==> config.mk <==
export PLATFORM = sky130hd
export DESIGN_NAME = mcf_core
export DESIGN_NICKNAME = d
export VERILOG_FILES = /design/src/mcf_alu.v /design/src/mcf_core.v /design/src/mcf_stack.v
export VERILOG_INCLUDE_DIRS = /design/src
export SDC_FILE = /design/constraint.sdc
export NUM_CORES = 1
export LEC_CHECK = 0
export ABC_AREA = 0
export ABC_CLOCK_PERIOD_IN_PS = 8000
export BUFFER_PORTS_ARGS = -buffer_cell sky130_fd_sc_hd__clkbuf_2
export CAP_MARGIN = 25
export CORE_ASPECT_RATIO = 1.4
export CORE_UTILIZATION = 40
export DETAILED_ROUTE_END_ITERATION = 10
export MAX_ROUTING_LAYER = met4
export PLACE_DENSITY = 0.63
export SLEW_MARGIN = 40
export SYNTH_ARGS = -nofsm -noshare
export SYNTH_HDL_FRONTEND = slang
export SYNTH_SLANG_ARGS = --single-unit
==> constraint.sdc <==
create_clock -name clk -period 8 [get_ports clk]
set_input_delay 1.2 -clock clk [delete_from_list [all_inputs] [get_ports clk]]
set_output_delay 1.2 -clock clk [all_outputs]
set_load 0.01 [all_outputs]
==> src/mcf_core_regs.vh <==
`ifndef MCF_CORE_REGS_VH
`define MCF_CORE_REGS_VH

// ----------------------------------------
// Bus register map
// ----------------------------------------
`define MCF_ADR_CTRL 8'h00
`define MCF_ADR_STATE 8'h04
`define MCF_ADR_DATA 8'h08
`define MCF_CTRL_RUN_BIT 0
`define MCF_CTRL_RESET 1'b1

// ----------------------------------------
// Program counter and stack
// ----------------------------------------
`define MCF_VEC_RESET 10'h000
`define MCF_VEC_INT 10'h001
`define MCF_STACK_DEPTH 5

// ----------------------------------------
// File plane
// ----------------------------------------
`define MCF_FA_INDIRECT 6'h00
`define MCF_FA_PCLOW 6'h02
`define MCF_FA_STATUS 6'h03
`define MCF_FA_POINTER 6'h04
`define MCF_FA_RAM_BASE 6'h10
`define MCF_RAM_WORDS 48
`define MCF_STATUS_RESET 8'h00
`define MCF_ACC_RESET 8'h00

// ----------------------------------------
// Instruction encoding
// ----------------------------------------
`define MCF_GRP_BYTE 2'h0
`define MCF_GRP_BIT 2'h1
`define MCF_GRP_JUMP 2'h2
`define MCF_GRP_LIT 2'h3
`define MCF_OP_MOVWF 4'h0
`define MCF_OP_MISC 4'hE
`define MCF_OP_NONE 4'hF
`define MCF_MISC_RET 3'h1
`define MCF_MISC_INTRET 3'h2
`define MCF_LIT_MOVLW 4'h0
`define MCF_LIT_RETVAL 4'h1
`define MCF_LIT_ADDLW 4'h2
`define MCF_LIT_SUBLW 4'h3
`define MCF_LIT_ANDLW 4'h4
`define MCF_LIT_IORLW 4'h5
`define MCF_LIT_XORLW 4'h6

// ----------------------------------------
// Arithmetic unit operations
// ----------------------------------------
`define MCF_ALU_PASS 4'h0
`define MCF_ALU_CLR 4'h1
`define MCF_ALU_SUB 4'h2
`define MCF_ALU_DEC 4'h3
`define MCF_ALU_IOR 4'h4
`define MCF_ALU_AND 4'h5
`define MCF_ALU_XOR 4'h6
`define MCF_ALU_ADD 4'h7
`define MCF_ALU_MOVF 4'h8
`define MCF_ALU_COM 4'h9
`define MCF_ALU_INC 4'hA
`define MCF_ALU_RR 4'hB
`define MCF_ALU_RL 4'hC
`define MCF_ALU_SWAP 4'hD
`endif

==> src/mcf_alu.v <==
`timescale 1ns/1ps
`include "mcf_core_regs.vh"
module mcf_alu (
  // Operands
  input wire [7:0] opA,
  input wire [7:0] accIn,
  input wire carryIn,
  input wire [3:0] aluOp,
  // Result and flags
  output reg [7:0] result,
  output reg carryOut,
  output reg nibbleOut,
  output wire zeroOut
);
  wire [8:0] sumFull = {1'b0, opA} + {1'b0, accIn};
  wire [4:0] sumNib = {1'b0, opA[3:0]} + {1'b0, accIn[3:0]};
  // Carry out of a + ~w + 1 is already the inverted borrow
  wire [8:0] difFull = {1'b0, opA} + {1'b0, ~accIn} + 9'h001;
  wire [4:0] difNib = {1'b0, opA[3:0]} + {1'b0, ~accIn[3:0]} + 5'h01;

  assign zeroOut = (result == 8'h00);

  always @* begin
    result = opA;
    carryOut = carryIn;
    nibbleOut = 1'b0;
    case (aluOp)
      `MCF_ALU_CLR: result = 8'h00;
      `MCF_ALU_SUB: begin
        result = difFull[7:0];
        carryOut = difFull[8];
        nibbleOut = difNib[4];
      end
      `MCF_ALU_DEC: result = opA - 8'h01;
      `MCF_ALU_IOR: result = opA | accIn;
      `MCF_ALU_AND: result = opA & accIn;
      `MCF_ALU_XOR: result = opA ^ accIn;
      `MCF_ALU_ADD: begin
        result = sumFull[7:0];
        carryOut = sumFull[8];
        nibbleOut = sumNib[4];
      end
      `MCF_ALU_COM: result = ~opA;
      `MCF_ALU_INC: result = opA + 8'h01;
      `MCF_ALU_RR: begin
        result = {carryIn, opA[7:1]};
        carryOut = opA[0];
      end
      `MCF_ALU_RL: begin
        result = {opA[6:0], carryIn};
        carryOut = opA[7];
      end
      `MCF_ALU_SWAP: result = {opA[3:0], opA[7:4]};
      default: result = opA;
    endcase
  end
endmodule

==> src/mcf_core.v <==
// The placing of the registers and the Wishbone register port were left to the implementer.
`timescale 1ns/1ps
`include "mcf_core_regs.vh"
module mcf_core (
  // Clock and reset
  input wire clk,
  input wire rst_b,
  // Program ROM
  output wire [9:0] romAddr,
  input wire [13:0] romData,
  // Write-only plane
  output reg wpWrEn_r,
  output reg [2:0] wpAddr_r,
  output reg [7:0] wpData_r,
  // Interrupt request and core state
  input wire irqReq,
  output wire phaseTwo,
  output wire intBusy,
  // Wishbone slave
  input wire wbCyc,
  input wire wbStb,
  input wire wbWe,
  input wire [7:0] wbAdr,
  input wire [3:0] wbSel,
  input wire [31:0] wbDatW,
  output wire wbAck,
  output wire [31:0] wbDatR
);
  localparam PH_ONE = 1'b0;
  localparam PH_TWO = 1'b1;

  reg phase_r;
  reg runEn_r;
  reg [9:0] pc_r;
  reg [13:0] ir_r;
  reg irValid_r;
  reg [7:0] acc_r;
  reg [7:0] status_r;
  reg [7:0] pointer_r;
  reg intBusy_r;
  reg intRetSeen_r;
  reg [7:0] ram_r [0:`MCF_RAM_WORDS-1];
  reg wbAck_r;
  reg [31:0] wbDatR_r;

  // ----------------------------------------
  // Decode of the word in execute
  // ----------------------------------------
  wire execEdge = runEn_r & (phase_r == PH_TWO);
  wire [1:0] grp = ir_r[13:12];
  wire [3:0] byteOp = ir_r[11:8];
  wire destFile = ir_r[7];
  wire [1:0] bitOp = ir_r[11:10];
  wire [2:0] bitSel = ir_r[9:7];
  wire [7:0] litVal = ir_r[7:0];
  wire [3:0] litOp = ir_r[11:8];
  wire isByte = irValid_r & (grp == `MCF_GRP_BYTE);
  wire isBit = irValid_r & (grp == `MCF_GRP_BIT);
  wire isJump = irValid_r & (grp == `MCF_GRP_JUMP);
  wire isLit = irValid_r & (grp == `MCF_GRP_LIT);
  wire isCall = isJump & ~ir_r[11];
  wire isMisc = isByte & (byteOp == `MCF_OP_MISC);
  wire isRet = isMisc & (ir_r[2:0] == `MCF_MISC_RET);
  wire isIntRet = isMisc & (ir_r[2:0] == `MCF_MISC_INTRET);
  wire isLitRet = isLit & (litOp == `MCF_LIT_RETVAL);
  wire doPop = isRet | isIntRet | isLitRet;
  wire isMove = isByte & (byteOp == `MCF_OP_MOVWF);
  wire isMovwf = isMove & destFile;
  wire isToWplane = isMove & ~destFile;
  wire byteWr = isByte & ~isMove & ~isMisc & (byteOp != `MCF_OP_NONE);
  wire litKnown = (litOp <= `MCF_LIT_XORLW);

  // ----------------------------------------
  // File plane addressing
  // ----------------------------------------
  // Bit forms carry only five address bits, so the upper half is reachable only through the pointer
  wire [5:0] dirAddr = isBit ? {1'b0, ir_r[4:0]} : ir_r[5:0];
  wire [5:0] physAddr = (dirAddr == `MCF_FA_INDIRECT) ? pointer_r[5:0] : dirAddr;
  wire isRam = (physAddr >= `MCF_FA_RAM_BASE);
  wire [5:0] ramIdx = physAddr - `MCF_FA_RAM_BASE;
  reg [7:0] fileRd;

  always @* begin
    case (physAddr)
      `MCF_FA_INDIRECT: fileRd = 8'h00;
      `MCF_FA_PCLOW: fileRd = pc_r[7:0];
      `MCF_FA_STATUS: fileRd = status_r;
      `MCF_FA_POINTER: fileRd = pointer_r;
      default: fileRd = isRam ? ram_r[ramIdx] : 8'h00;
    endcase
  end

  // ----------------------------------------
  // Arithmetic unit
  // ----------------------------------------
  reg [3:0] aluOp;
  reg [2:0] affMask;
  wire [7:0] opA = isLit ? litVal : fileRd;
  wire [7:0] aluRes;
  wire aluC;
  wire aluNib;
  wire aluZ;

  always @* begin
    aluOp = byteOp;
    if (isLit) begin
      case (litOp)
        `MCF_LIT_ADDLW: aluOp = `MCF_ALU_ADD;
        `MCF_LIT_SUBLW: aluOp = `MCF_ALU_SUB;
        `MCF_LIT_ANDLW: aluOp = `MCF_ALU_AND;
        `MCF_LIT_IORLW: aluOp = `MCF_ALU_IOR;
        `MCF_LIT_XORLW: aluOp = `MCF_ALU_XOR;
        default: aluOp = `MCF_ALU_PASS;
      endcase
    end
  end

  // Flag mask order is zero, nibble, carry
  always @* begin
    affMask = 3'b000;
    if (isLit | byteWr) begin
      case (aluOp)
        `MCF_ALU_SUB, `MCF_ALU_ADD: affMask = 3'b111;
        `MCF_ALU_RR, `MCF_ALU_RL: affMask = 3'b001;
        `MCF_ALU_PASS, `MCF_ALU_SWAP: affMask = 3'b000;
        default: affMask = 3'b100;
      endcase
    end
  end

  mcf_alu uAlu (
    .opA(opA),
    .accIn(acc_r),
    .carryIn(status_r[0]),
    .aluOp(aluOp),
    .result(aluRes),
    .carryOut(aluC),
    .nibbleOut(aluNib),
    .zeroOut(aluZ)
  );

  // ----------------------------------------
  // Bit operations and write-back
  // ----------------------------------------
  wire [7:0] bitMask = 8'h01 << bitSel;
  wire bitVal = |(fileRd & bitMask);
  wire [7:0] bitRes = bitOp[0] ? (fileRd | bitMask) : (fileRd & ~bitMask);
  wire bitWr = isBit & ~bitOp[1];
  wire skip = isBit & bitOp[1] & (bitOp[0] ? bitVal : ~bitVal);
  wire fileWe = (byteWr & destFile) | isMovwf | bitWr;
  wire [7:0] fileWd = isMovwf ? acc_r : (isBit ? bitRes : aluRes);
  wire accWe = (byteWr & ~destFile) | (isLit & litKnown);
  wire pclWr = fileWe & (physAddr == `MCF_FA_PCLOW);
  wire statusWr = fileWe & (physAddr == `MCF_FA_STATUS);

  // A flag-producing result wins over its own write to those bits
  wire [2:0] stBase = (statusWr & (affMask == 3'b000)) ? fileWd[2:0] : status_r[2:0];
  wire [2:0] stNext = (stBase & ~affMask) | ({aluZ, aluNib, aluC} & affMask);

  // ----------------------------------------
  // Next program counter
  // ----------------------------------------
  wire [9:0] stackTop;
  wire flowChange = isJump | doPop | pclWr | skip;
  wire accept = irValid_r & irqReq & ~intBusy_r & ~flowChange;
  reg [9:0] pcNext;
  reg doPush;
  reg flush;

  always @* begin
    pcNext = pc_r + 10'h001;
    doPush = 1'b0;
    flush = 1'b1;
    if (isJump) begin
      pcNext = ir_r[9:0];
      doPush = isCall;
    end else if (doPop) begin
      pcNext = stackTop;
    end else if (pclWr) begin
      pcNext = {pc_r[9:8], fileWd};
    end else if (accept) begin
      pcNext = `MCF_VEC_INT;
      doPush = 1'b1;
    end else if (!skip) begin
      flush = 1'b0;
    end
  end

  // Return address is the fetched word's address, which is discarded
  mcf_stack uStack (
    .clk(clk),
    .rst_b(rst_b),
    .push(execEdge & doPush),
    .pop(execEdge & doPop),
    .pushAddr(pc_r),
    .topAddr(stackTop)
  );

  // ----------------------------------------
  // Phase sequencer and execute
  // ----------------------------------------
  // Counter moves on entry to phase one so ROM has two clocks to answer
  always @(posedge clk) begin
    if (!rst_b) begin
      phase_r <= PH_ONE;
      pc_r <= `MCF_VEC_RESET;
      ir_r <= 14'h0000;
      irValid_r <= 1'b0;
      acc_r <= `MCF_ACC_RESET;
      status_r <= `MCF_STATUS_RESET;
      pointer_r <= 8'h00;
      intBusy_r <= 1'b0;
      intRetSeen_r <= 1'b0;
    end else if (runEn_r) begin
      phase_r <= (phase_r == PH_ONE) ? PH_TWO : PH_ONE;
      if (phase_r == PH_TWO) begin
        pc_r <= pcNext;
        ir_r <= romData;
        irValid_r <= ~flush;
        if (accWe) begin
          acc_r <= aluRes;
        end
        status_r <= {status_r[7:3], stNext};
        if (fileWe && physAddr == `MCF_FA_POINTER) begin
          pointer_r <= fileWd;
        end
        if (accept) begin
          intBusy_r <= 1'b1;
        end else if (intRetSeen_r && irValid_r) begin
          intBusy_r <= 1'b0;
          intRetSeen_r <= 1'b0;
        end
        if (isIntRet) begin
          intRetSeen_r <= 1'b1;
        end
      end
    end
  end

  // General RAM has no reset, as plain static memory
  always @(posedge clk) begin
    if (execEdge && fileWe && isRam) begin
      ram_r[ramIdx] <= fileWd;
    end
  end

  always @(posedge clk) begin
    if (!rst_b) begin
      wpWrEn_r <= 1'b0;
      wpAddr_r <= 3'h0;
      wpData_r <= 8'h00;
    end else begin
      wpWrEn_r <= execEdge & isToWplane;
      if (execEdge && isToWplane) begin
        wpAddr_r <= ir_r[2:0];
        wpData_r <= acc_r;
      end
    end
  end

  // ----------------------------------------
  // Wishbone slave
  // ----------------------------------------
  wire wbReq = wbCyc & wbStb & ~wbAck_r;
  wire wbCommit = wbCyc & wbStb & wbAck_r & wbWe;

  always @(posedge clk) begin
    if (!rst_b) begin
      wbAck_r <= 1'b0;
      wbDatR_r <= 32'h00000000;
      runEn_r <= `MCF_CTRL_RESET;
    end else begin
      wbAck_r <= wbReq;
      if (wbReq) begin
        case (wbAdr)
          `MCF_ADR_CTRL: wbDatR_r <= {31'h00000000, runEn_r};
          `MCF_ADR_STATE: wbDatR_r <= {13'h0000, phase_r, intBusy_r, irValid_r, 6'h00, pc_r};
          `MCF_ADR_DATA: wbDatR_r <= {8'h00, pointer_r, status_r, acc_r};
          default: wbDatR_r <= 32'h00000000;
        endcase
      end
      if (wbCommit && wbAdr == `MCF_ADR_CTRL && wbSel[0]) begin
        runEn_r <= wbDatW[`MCF_CTRL_RUN_BIT];
      end
    end
  end

  assign wbAck = wbAck_r;
  assign wbDatR = wbDatR_r;
  assign romAddr = pc_r;
  assign phaseTwo = phase_r;
  assign intBusy = intBusy_r;
endmodule

==> src/mcf_stack.v <==
`timescale 1ns/1ps
`include "mcf_core_regs.vh"
module mcf_stack (
  // Clock and reset
  input wire clk,
  input wire rst_b,
  // Push and pop
  input wire push,
  input wire pop,
  input wire [9:0] pushAddr,
  // Top entry
  output wire [9:0] topAddr
);
  // Entry 0 is the top; a sixth push drops the oldest entry
  reg [10*`MCF_STACK_DEPTH-1:0] levels_r;
  wire [10*`MCF_STACK_DEPTH-1:0] shiftIn = {levels_r[10*`MCF_STACK_DEPTH-11:0], pushAddr};
  wire [10*`MCF_STACK_DEPTH-1:0] shiftOut = {10'h000, levels_r[10*`MCF_STACK_DEPTH-1:10]};

  assign topAddr = levels_r[9:0];

  always @(posedge clk) begin
    if (!rst_b) begin
      levels_r <= {(10*`MCF_STACK_DEPTH){1'b0}};
    end else if (push) begin
      levels_r <= shiftIn;
    end else if (pop) begin
      levels_r <= shiftOut;
    end
  end
endmodule

==> results.py <==
metrics = {
    "cts": {
        "ctsHtreeMaxLevel": 2,
        "tritoncts.num_buffers": 50,
        "clock_insertion_delay_worst_skew_ns": 0.61,
        "cts_tree": "yes",
        "clock_tree_root": "clkbuf_16",
        "cts_sinks": 514,
        "post_cts.repair.setup_buffers": 0,
        "clk_transition_reported_paths_ns": 0.06,
        "max-clock-path-buffers": 3,
    },
    "worst_hold_path": {
        "hold_class": "reg -> reg",
        "holdCritStartpoint": "wpData_r[3]",
    },
    "grt": {
        "gr-total-overflow": 0,
        "pin_count_of_the_biggest_net_entering_global_routing": 90,
        "gr-usage-met1": 0.301,
        "grt_antenna_before_repair": 1,
        "via_count_of_the_first_global_routing_pass": 20400,
        "met2_usage": 0.467,
        "grt_first_pass_wirelength_mm": 130,
        "grtUsageMet3": 0.0421,
        "global_route.usage.total": 0.276,
        "grt_busiest_layer": "met2",
    },
    "worst_setup_path": {
        "startpoint_type": "flop",
        "timing.setup.critical_path_class": "reg -> reg",
        "critical_path.reg2reg.startpoint": "ir_r[2]",
        "critPathMaxStageDelay_ns": 0.75,
        "worst_ep_required_time_ns": 8.30,
        "critPathLaunch": "ir_r[2]",
        "worst_setup_path_end_kind": "flop",
        "timing.critical_path.fanout_max": 50,
        "signal_arrival_time_at_the_worst_endpoint_ns": 8.03,
        "critPathSlowestCell": "or4_1",
    },
    "yosys": {
        "synth.ff_latch_count": 514,
        "yosys.area.top_type": "edfxtp_1",
        "synth.cells.most_frequent": "edfxtp_1 (384), nand2_1 (264), nand3_1 (187), nor2_1 (175), a21oi_1 (150)",
        "share_of_the_synthesized_area_in_the_top_cell_type": 0.454,
        "post_synth_main_area_contributors": "edfxtp_1 (45%), dfxtp_1 (10%), nand2_1 (3.9%), nand3_1 (3.7%), a21oi_1 (3.0%)",
        "synth.area.mux_share": 0.0359,
        "synthesis.yosys.warnings": 0,
        "synth_area_um2": 25400,
        "yosys.area_share.simple": 0.154,
        "async_flop_share": 0,
        "synth-edff-count": 384,
        "synthDistinctLibCells": 89,
        "most_used_flip_flop_cell_after_synthesis": "edfxtp_1",
        "ys_seq_area_frac": 0.557,
        "dominant_combinational_cell_family_by_area_after_synthesis": "compound AO/OA/AOI/OAI gates",
        "synth_xor_area_frac": 0.00656,
        "synth_fa_ha_area_frac": 0.0201,
        "avgSynthCellArea_um2": 10.5,
        "netlist_instances": 2417,
        "area_fraction_in_compound_gates_after_synthesis": 0.185,
        "synth_most_common_cell": "edfxtp_1",
    },
    "place": {
        "port_buffers": 73,
        "place_inst": 3275,
        "gpl.final_weighted_congestion": 1.05,
        "dp_hpwl_mm": 61.2,
    },
    "detailed_routing": {
        "routed-via-count": 21100,
        "via_count_normalized_by_instance_count": 6.28,
        "drt_iter0_markers": 2301,
        "detail-route-antenna-nets": 0,
        "post_drt_wl_per_cell_um": 26.1,
        "drt-total-wl_mm": 87.9,
        "detailedRoute.firstPassIterationCount": 8,
        "drc_errors": 0,
    },
    "sta": {
        "rsz0062_at_grt": "no",
        "timing.setup.tns_ns": 0,
        "finalMaxSlewViolations": 0,
        "max_freq_mhz": 129,
        "layout_worst_path_cycle_share": 0.966,
        "worst_pin_slew_ns": 0.855,
        "relSlewSlack": 0.428,
        "post_route_clock_skew_ns": 0.0227,
        "finalWorstPathRequiredPeriod_ns": 7.73,
        "hold_viol": 0,
        "setup_viol_count_final": 0,
    },
    "floorplanning": {
        "die_area_um2": 64500,
        "design.portCount": 121,
        "start_util": 0.407,
        "core_um2": 62300,
        "chipHeight_um": 300,
        "die_w_um": 215,
        "row_count": 108,
    },
    "finish": {
        "syn_to_final_growth_pct": 14.1,
        "nets": 2605,
        "num-fill-cells": 5723,
        "final-instance-count-excl-fill": 3366,
        "post_route_cells_drive_above_1_share": 0.161,
    },
    "status": {
        "run_status": "finished clean",
    },
    "power_and_ir_drop": {
        "ir_drop_mv": 0.154,
        "p_leak_uw": 0.00989,
        "cellPowerDensity_nw_per_um2": 211,
    },
    "job": {
        "drv_cap": 0,
    },
}
[per-stage QoR]
stage | worst slack (ns) | total power (uW) | hold WS (ns) | instance area, um2 | util
2_1_floorplan | 0.602 | 3480 | 0.442 | 25400 | -
4_1_cts | 0.398 | 6130 | 0.457 | 28900 | 0.464
3_5_place_dp | 0.450 | 3820 | 0.448 | 27300 | 0.438
3_3_place_gp | 0.309 | 3810 | 0.444 | 27200 | 0.437
5_1_grt | 0.0204 | 6290 | 0.478 | 29000 | 0.465
6_report | 0.272 | 6120 | 0.456 | 29000 | 0.465
[state kept, by name (all words and copies together) (netlist names), 3 cells and up, named ones only]
signal	cells
ram_r	384
uStack.levels_r	50
wbDatR	19
ir_r	14
romAddr	10
acc_r	8
pointer_r	8
wpData_r	8
wpAddr_r	3
[worst max-delay path, delay by kind of cell, from the launching register on]
kind	cells	cell delay, ns
flip-flops	1	0.33
buffers and inverters	3	0.56
adder cells (fa/ha/maj)	1	0.37
AND/OR/NAND/NOR	6	2.02
AO/OA/AOI/OAI	16	4.08
[final timing paths]
| kind | endpoint | slack [ns] | cells past startpoint |
|---|---|---|---|
| max | ram_r[39][5] | 0.27 | 26 |
| min | wpData_r[3] | 0.46 | 2 |
| max reg2reg | ram_r[39][5] | 0.27 | 26 |
| min reg2reg | wpData_r[3] | 0.46 | 2 |
[area by class of cell]
class                   instances  area [um2]  share of cell area
multi-input cells            1667       10400               0.361
clock inverters                34         284             0.00980
repair buffers                218        1550              0.0535
flip-flops and latches        514       14100               0.488
inverters                      51         191             0.00661
well taps                     825        1030              0.0356
diodes                          1        2.50           0.0000864
clock buffers                  56        1330              0.0458
[metal layers]
| metal | part of all wire | vias up |
|---|---|---|
| met5 | 0 | - |
| met4 | 0.078 | 0 |
| met3 | 0.073 | 324 |
| met2 | 0.50 | 1138 |
| met1 | 0.35 | 10300 |
| li1 | - | 9329 |
[placed cells by master, fill, tap and decap left out, drive strengths merged, types with 16 or more instances in the layout]
cell type and count:
nor4 19, inv 53, mux2 23, clkbuf 129, a221oi 18, o211ai 57
o21ai 138, dfxtp 130, buf 145, a21oi 150, nand3 187, nor3 38
and3 33, a32oi 19, nand2 265, a22oi 32, nand4 21, a21boi 19
mux2i 54, nand2b 16, nor2 176, ha 36, clkinv 27, a31oi 18
a211oi 53, and2 26, edfxtp 384
[kinds of logic after synthesis]
| group | count (synthesis) |
|---|---|
| flops | 514 |
| xor+xnor | 19 |
| buf+inv | 248 |
| simple gates | 833 |
| other cells | 1 |
| compound gates | 681 |
| mux | 82 |
| fa+ha+maj | 39 |
[repair_timing]
action | 4_1_cts | 5_1_grt
endpoints found under the setup margin | 0 | 48
gates resized for setup | 0 | 2
hold buffers | 0 | 0
[power breakdown]
| part | switching (uW) | internal, uW | total, uW |
|---|---|---|---|
| clock network | 1050 | 1300 | 2340 |
| registers | 23.7 | 2970 | 2990 |
| logic | 559 | 235 | 793 |
| total | 1630 | 4500 | 6120 |
Note: power is estimated with default switching activity, not from simulation.
